<file path="src/sound_ctl_pkg.sv">
package sound_ctl_pkg;

    // ----------------------------------------
    // Command word layout
    // ----------------------------------------
    localparam int WORD_BITS = 23;
    localparam int VOLUME_BITS = 8;
    localparam int TONE_BITS = 5;
    localparam int PORT_COUNT = 4;

    // ----------------------------------------
    // Register map, byte addresses
    // ----------------------------------------
    localparam logic [7:0] ADDR_VOLUME = 8'h00;
    localparam logic [7:0] ADDR_TONE = 8'h04;
    localparam logic [7:0] ADDR_STATUS = 8'h08;
    localparam logic [7:0] ADDR_CONTROL = 8'h0C;
    localparam logic [7:0] ADDR_SHIFT = 8'h10;

    // Status field positions
    localparam int STAT_SURR_ON = 0;
    localparam int STAT_PORTS_LSB = 4;
    localparam int STAT_LATCHED = 8;
    localparam int STAT_COUNT_LSB = 16;

    // Control reset: serial link enabled
    localparam logic [31:0] CONTROL_RESET = 32'h0000_0001;
    localparam logic [1:0] RESP_OKAY = 2'h0;
    localparam logic [1:0] RESP_SLVERR = 2'h2;

    // Reset values of the active settings
    localparam logic [7:0] VOLUME_RESET = 8'h00;
    localparam logic [4:0] TONE_RESET = 5'h0F;
    localparam logic [3:0] PORTS_RESET = 4'h0;

    typedef struct packed {
        logic [7:0] volume;
        logic [4:0] treble;
        logic [4:0] bass;
        logic surround_off;
        logic [3:0] ports;
    } command_t;

    typedef struct packed {
        logic clk;
        logic data;
        logic latch;
    } serial_lines_t;

endpackage : sound_ctl_pkg

</file>
<file path="src/sound_serial_rx.sv">
`timescale 1ns/1ps
module sound_serial_rx
    import sound_ctl_pkg::*;
(
    input wire logic aclk,
    input wire logic aresetn,
    input sound_ctl_pkg::serial_lines_t lines,
    input wire logic enable,
    output sound_ctl_pkg::command_t shift_word,
    output logic [4:0] bit_count,
    output logic latch_pulse
);
    import sound_ctl_pkg::*;

    typedef struct packed {
        serial_lines_t sync1;
        serial_lines_t sync2;
        serial_lines_t prev;
        command_t shift;
        logic [4:0] count;
        logic pulse;
    } rx_state_t;

    rx_state_t state;
    rx_state_t next_state;

    // ----------------------------------------
    // Edge detection
    // ----------------------------------------
    always_comb begin
        next_state = state;
        next_state.sync1 = lines;
        next_state.sync2 = state.sync1;
        next_state.prev = state.sync2;
        next_state.pulse = 1'b0;
        if (enable && state.sync2.clk && !state.prev.clk) begin
            // Sample on rising shift clock, MSB enters first
            next_state.shift = {state.shift[WORD_BITS-2:0], state.sync2.data};
            if (state.count != 5'(WORD_BITS)) begin
                next_state.count = state.count + 5'h01;
            end
        end
        if (enable && state.sync2.latch && !state.prev.latch) begin
            // Latch edge hands word over, count restarts
            next_state.pulse = 1'b1;
            next_state.count = 5'h00;
        end
    end

    always_ff @(posedge aclk) begin
        if (!aresetn) begin
            state <= '0;
        end else begin
            state <= next_state;
        end
    end

    assign shift_word = state.shift;
    assign bit_count = state.count;
    assign latch_pulse = state.pulse;

endmodule : sound_serial_rx

</file>
<file path="src/sound_ctl_top.sv">
`timescale 1ns/1ps
module sound_ctl_top
    import sound_ctl_pkg::*;
(
    input wire logic aclk,
    input wire logic aresetn,
    input wire logic serial_clk,
    input wire logic serial_data,
    input wire logic serial_latch,
    input wire logic [7:0] s_axi_awaddr,
    input wire logic s_axi_awvalid,
    output logic s_axi_awready,
    input wire logic [31:0] s_axi_wdata,
    input wire logic [3:0] s_axi_wstrb,
    input wire logic s_axi_wvalid,
    output logic s_axi_wready,
    output logic [1:0] s_axi_bresp,
    output logic s_axi_bvalid,
    input wire logic s_axi_bready,
    input wire logic [7:0] s_axi_araddr,
    input wire logic s_axi_arvalid,
    output logic s_axi_arready,
    output logic [31:0] s_axi_rdata,
    output logic [1:0] s_axi_rresp,
    output logic s_axi_rvalid,
    input wire logic s_axi_rready,
    output logic [7:0] volume_code,
    output logic [4:0] treble_code,
    output logic [4:0] bass_code,
    output logic surround_on,
    output logic general_output_1,
    output logic general_output_2,
    output logic general_output_3,
    output logic general_output_4
);
    import sound_ctl_pkg::*;

    typedef struct packed {
        command_t active;
        logic surround_on;
        logic link_enable;
        logic latched_once;
        logic aw_held;
        logic [7:0] aw_addr;
        logic w_held;
        logic [31:0] w_data;
        logic [3:0] w_strb;
        logic bvalid;
        logic [1:0] bresp;
        logic rvalid;
        logic [31:0] rdata;
        logic [1:0] rresp;
        // Handshake readies
        logic awready;
        logic wready;
        logic arready;
    } top_state_t;

    top_state_t state;
    top_state_t next_state;
    serial_lines_t lines;
    command_t shift_word;
    logic [4:0] bit_count;
    logic latch_pulse;

    assign lines = '{clk: serial_clk, data: serial_data, latch: serial_latch};

    // ----------------------------------------
    // Serial receiver
    // ----------------------------------------
    // Relies on the controller idling clock and latch lines low, so no spurious edge at start
    sound_serial_rx u_rx (
        .aclk(aclk),
        .aresetn(aresetn),
        .lines(lines),
        .enable(state.link_enable),
        .shift_word(shift_word),
        .bit_count(bit_count),
        .latch_pulse(latch_pulse)
    );

    // ----------------------------------------
    // Read mux
    // ----------------------------------------
    function automatic logic [31:0] read_word(input top_state_t s, input logic [7:0] a,
                                              input command_t sw, input logic [4:0] cnt);
        logic [31:0] r;
        r = 32'h0000_0000;
        // Unmapped addresses read as zero, with an error response
        case (a)
            ADDR_VOLUME: r[7:0] = s.active.volume;
            ADDR_TONE: r = {17'h0, s.active.treble, 5'h00, s.active.bass};
            ADDR_STATUS: begin
                r[STAT_SURR_ON] = s.surround_on;
                r[STAT_PORTS_LSB +: PORT_COUNT] = s.active.ports;
                r[STAT_LATCHED] = s.latched_once;
                r[STAT_COUNT_LSB +: 5] = cnt;
            end
            ADDR_CONTROL: r[0] = s.link_enable;
            ADDR_SHIFT: r[WORD_BITS-1:0] = sw;
            default: r = 32'h0000_0000;
        endcase
        return r;
    endfunction : read_word

    // ----------------------------------------
    // Address decode
    // ----------------------------------------
    function automatic logic addr_ok(input logic [7:0] a);
        return a == ADDR_VOLUME || a == ADDR_TONE || a == ADDR_STATUS ||
               a == ADDR_CONTROL || a == ADDR_SHIFT;
    endfunction : addr_ok

    // ----------------------------------------
    // Next state
    // ----------------------------------------
    always_comb begin
        next_state = state;
        // Latch strobe moves shifted word into active settings
        if (latch_pulse) begin
            next_state.active = shift_word;
            next_state.latched_once = 1'b1;
        end
        // Surround flag is inverted: zero means effect on
        next_state.surround_on = ~next_state.active.surround_off;

        // Write channel: address and data taken in either order
        if (s_axi_awvalid && !state.aw_held && !state.bvalid) begin
            next_state.aw_held = 1'b1;
            next_state.aw_addr = s_axi_awaddr;
        end
        if (s_axi_wvalid && !state.w_held && !state.bvalid) begin
            next_state.w_held = 1'b1;
            next_state.w_data = s_axi_wdata;
            next_state.w_strb = s_axi_wstrb;
        end
        if (state.aw_held && state.w_held) begin
            next_state.aw_held = 1'b0;
            next_state.w_held = 1'b0;
            next_state.bvalid = 1'b1;
            next_state.bresp = addr_ok(state.aw_addr) ? RESP_OKAY : RESP_SLVERR;
            // Only the link enable is writable; settings come from serial lines
            if (state.aw_addr == ADDR_CONTROL && state.w_strb[0]) begin
                next_state.link_enable = state.w_data[0];
            end
        end
        if (state.bvalid && s_axi_bready) begin
            next_state.bvalid = 1'b0;
        end

        // Read channel
        // One read in flight; arready drops while data waits
        if (s_axi_arvalid && !state.rvalid) begin
            next_state.rvalid = 1'b1;
            next_state.rdata = read_word(state, s_axi_araddr, shift_word, bit_count);
            next_state.rresp = addr_ok(s_axi_araddr) ? RESP_OKAY : RESP_SLVERR;
        end
        if (state.rvalid && s_axi_rready) begin
            next_state.rvalid = 1'b0;
        end

        // Readies registered so every port leaves a flop; same timing as a direct decode
        next_state.awready = !next_state.aw_held && !next_state.bvalid;
        next_state.wready = !next_state.w_held && !next_state.bvalid;
        next_state.arready = !next_state.rvalid;
    end

    // ----------------------------------------
    // State register
    // ----------------------------------------
    always_ff @(posedge aclk) begin
        if (!aresetn) begin
            state <= '0;
            state.awready <= 1'b1;
            state.wready <= 1'b1;
            state.arready <= 1'b1;
            // Outputs off and neutral settings until first latch
            state.active.volume <= VOLUME_RESET;
            state.active.treble <= TONE_RESET;
            state.active.bass <= TONE_RESET;
            state.active.surround_off <= 1'b1;
            state.active.ports <= PORTS_RESET;
            state.link_enable <= CONTROL_RESET[0];
        end else begin
            state <= next_state;
        end
    end

    // ----------------------------------------
    // Outputs
    // ----------------------------------------
    assign s_axi_awready = state.awready;
    assign s_axi_wready = state.wready;
    assign s_axi_bvalid = state.bvalid;
    assign s_axi_bresp = state.bresp;
    assign s_axi_arready = state.arready;
    assign s_axi_rvalid = state.rvalid;
    assign s_axi_rdata = state.rdata;
    assign s_axi_rresp = state.rresp;

    // Code passed raw to the attenuator DAC: FF max, AA about -10 dB
    assign volume_code = state.active.volume;
    assign treble_code = state.active.treble;
    assign bass_code = state.active.bass;
    assign surround_on = state.surround_on;
    // Bit one drives transistor on, zero off
    assign general_output_1 = state.active.ports[3];
    assign general_output_2 = state.active.ports[2];
    assign general_output_3 = state.active.ports[1];
    assign general_output_4 = state.active.ports[0];

endmodule : sound_ctl_top

</file>
<file path="config.mk">
export PLATFORM = sky130hd
export DESIGN_NAME = sound_ctl_top
export DESIGN_NICKNAME = d
export VERILOG_FILES = /design/src/sound_ctl_pkg.sv /design/src/sound_serial_rx.sv /design/src/sound_ctl_top.sv
export SDC_FILE = /design/constraint.sdc
export NUM_CORES = 1
export LEC_CHECK = 0
export BUFFER_PORTS_ARGS = -buffer_cell sky130_fd_sc_hd__buf_2
export CORE_ASPECT_RATIO = 0.6
export CORE_MARGIN = 5
export CORE_UTILIZATION = 47
export DETAILED_ROUTE_END_ITERATION = 10
export PLACE_DENSITY = 0.76
export SYNTH_ARGS = -nofsm -noshare
export SYNTH_HDL_FRONTEND = slang
export SYNTH_SLANG_ARGS = --single-unit
</file>
<file path="constraint.sdc">
create_clock -name aclk -period 1.56 [get_ports aclk]
set_clock_uncertainty 0.15 [all_clocks]
set_input_delay 0.156 -clock aclk [delete_from_list [all_inputs] [get_ports aclk]]
set_output_delay 0.156 -clock aclk [all_outputs]
set_load 0.01 [all_outputs]
</file>
==> results.txt <==
For the register area share after synthesis, the log shows 46.0%. Setup repair after global routing could not meet its margin everywhere. Sorting the synthesized cells by area gives the leading types as dfxtp_1, mux2i_1, buf_4, nand2_1, a21boi_0.

Post-route worst setup slack: -28.6 ps. Global routing finished with a remaining overflow of 0. The initial core utilization is 49.1%, and the total setup violations reported at the end of the flow is 1.

The run gives 57.8% as the final core utilization. The cell chosen for the clock root was clkbuf_16. In the layout the commonest cells are dfxtp_1, buf_2, nand2_1.

Share of the synthesized area in the top cell type: 46.0%. The amount of wire on met3 after detailed routing is 748 um. The analysis attributes to cell leakage a power of 2.15 nW. The worst path in the final design needs a cycle of 1590 ps, including I/O delays and setup. The portion of the clock cycle consumed by the worst path in the final layout was 102%. For the count of buffers added by post-CTS timing repair for setup, the log shows 0. The repair_antennas step left the layout with diodes totalling 0. The post-synthesis instance total is 492.

The path type of the worst min-delay path was primary input to register. The chip width came out at 137 um. STA classifies the critical path endpoint as a register.

In the final design database the tool counted 619 nets. The logs give 0 for the number of maximum-capacitance constraint violations and 0 for the number of antenna violations at the first check in global routing. In this run the worst path has a maximum fanout of 2. The post-route netlist has 23.7% of its cells at a drive strength greater than 1. For the final count of pins violating max slew, the log shows 0. The run gives 0 as the number of hold violations in the final report. I/O pin count: 126. At the worst endpoint, the required time is 1640 ps.

Summed over all instances, the cell type with the most area after synthesis is dfxtp_1. Synthesis-to-finish area growth: 17.8%. The category of the worst setup path launch point was a register. The combined global-route utilization of all metal layers was 18.2%; the port buffer count was 80. The floorplan has 27 rows.

In this run, synthesis produced a sequential element count of 105. By startpoint and endpoint, the worst setup path is classified as register to register. TritonCTS built the clock tree.

The ratio of total power to cell area is 1030 nW/um^2, and the max-slew headroom at the worst pin is 54.8%. The sum of routed wire segments on met1 was 5090 um. At the pin with the least slew margin, the transition time is 676 ps. The floorplan die area is 11900 um^2, and the mean cell area of the mapped netlist is 9.30 um^2. After floorplanning, the core was sized to cover 9320 um^2. The later pin in the worst-skew pair is clocked with a latency of 340 ps.

VDD sags by at most 0.599 mV. Entering global routing, the biggest net connects 70 pins. The run gives 629 MHz as the top achievable clock speed. Leaving out fill and tap cells, the most frequent cell in the layout is dfxtp_1. In this run, the number of DRC markers left after iteration 0 of detailed routing was 266. Summed over all nets, the half-perimeter wirelength after detailed placement is 7760 um. After detailed routing, the average wire length per cell comes to 15.6 um. Counting distinct cell types in the post-synthesis netlist gives 47. Using the TritonRoute via totals, the vias-per-cell ratio works out to 5.04.

The tools report the count of antenna-violating nets left after detailed routing as 0. For the maximum clock insertion buffer count, the log shows 2. The first detailed-routing pass ran for 4 iterations. The logs give 17000 um for the wire length of the first global-routing pass and 0 for the synthesis warning total. In this run the cell area of the synthesized design comes to 4570 um^2. Routed length on met2: 4820 um. The logs give 3 for the maximum level of the CTS H-tree and 659 for the number of placed cells counting well taps. Prior to clock tree synthesis, the placed netlist has a worst setup slack of -279 ps.

The routed layout has 3483 vias. Counting every sink on the clock net gives 105. The finished layout holds 691 standard cells, fillers aside. The highest signal layer in the routed design was met4. The share of flip-flops with an asynchronous set or reset after synthesis was 0%. The number of enable-type register cells in the synthesized netlist is 0.

The flow ran to the end, but the final reports show violations. The number of global-route vias before repair was 3331. Clock-pin slew was measured on the worst setup and hold paths at 60 ps. The run gives -28.6 ps as the setup TNS. Top flip-flop cell by instance count after synthesis: dfxtp_1.

The checks that failed: negative setup slack. The y dimension of the die is 86.4 um. STA puts the critical path data arrival time at 1660 ps. At the end of routability-driven placement, the weighted congestion stood at 0.851. For this run, design rule violations remaining after detail routing come to 0.

TritonCTS created 9 clock buffers. The final wirelength was 10800 um.
## synthesized netlist by cell type (4+ instances only)
cell	count
o21ai_0	22
xor2_1	4
and2_1	15
a22o_1	6
clkbuf_1	24
a21oi_1	4
nand2_1	76
nor2_1	15
inv_1	6
a21boi_0	26
buf_4	54
nor2b_1	30
mux2i_1	42
nand3_1	8
dfxtp_1	105
a221oi_1	7
a22oi_1	5
o21a_1	4
## critical path, cell delays in order (launching register included)
cell and delay (ps):
dfxtp_1 310, or4_4 560, nor4_4 170, mux2i_1 220, nand2_1 60
## what timing repair did
action                     CTS  global route
setup endpoints to repair    5             8
hold endpoints to repair    16             0
pin swaps                    3             3
resized for setup            3             2
hold buffers                16             0
## worst paths after layout
check	from	to	slack, ps	cells after the start
worst max register to register	state[84]$_SDFFE_PN0P_	state[88]$_SDFFE_PN1P_	-30	4
worst min register to register	u_rx.next_state[34]$_SDFF_PN0_	u_rx.next_state[31]$_SDFF_PN0_	280	1
worst max-delay path	state[84]$_SDFFE_PN0P_	state[88]$_SDFFE_PN1P_	-30	4
worst min-delay path	s_axi_bready	s_axi_bvalid$_SDFF_PN0_	20	3
## layer usage
| metal | GRT usage [%] | vias to the layer above |
|---|---|---|
| met5 | 0 | - |
| met4 | 5.71 | 0 |
| met3 | 4.81 | 10 |
| met2 | 27.7 | 95 |
| met1 | 25.4 | 1659 |
| li1 | - | 1719 |
## logic make-up after synthesis
family / share of synthesized area [%]
simple gates: 18.9
other cells: 0.0820
xor+xnor: 0.766
buf+inv: 12.0
compound gates: 12.3
fa+ha+maj: 0.273
flops: 46.0
mux: 9.68
## state kept, by name (all words and copies together) (netlist names)
| signal | flops |
|---|---|
| surround_on | 1 |
| s_axi_arready | 1 |
| s_axi_rvalid | 1 |
| general_output_1 | 1 |
| volume_code | 8 |
| general_output_2 | 1 |
| u_rx.latch_pulse | 1 |
| s_axi_wready | 1 |
| general_output_4 | 1 |
| s_axi_rresp | 1 |
| state | 15 |
| u_rx.shift_word | 23 |
| s_axi_bvalid | 1 |
| s_axi_bresp | 1 |
| u_rx.bit_count | 5 |
| bass_code | 5 |
| u_rx.state | 2 |
| s_axi_rdata | 23 |
| general_output_3 | 1 |
| s_axi_awready | 1 |
| treble_code | 5 |
| u_rx.next_state | 6 |
## power breakdown
group	switching, mW	internal [mW]	leakage [nW]
sequential	0.0431	2.75	0.854
clock	0.936	1.29	0.137
combinational	0.268	0.241	1.16
## metrics by stage
stage | power [mW] | instance area [um^2] | hold slack (ps)
6_report | 5.53 | 5390 | 15.8
5_1_grt | 5.75 | 5390 | 15.5
4_1_cts | 5.58 | 5380 | 0.923
3_5_place_dp | 3.32 | 4910 | 221
3_3_place_gp | 3.30 | 4910 | 219
2_1_floorplan | 3.18 | 4620 | 133
## layout make-up
cell class                 instances  area (um^2)
multi-input combinational        308         2000
inverter                           6         22.5
tap                              130          163
clock inverter                     2         37.5
timing repair buffer             126          811
sequential                       105         2100
clock buffer                      14          254
fill                             814         3940
(Power assumes the default switching activity.)
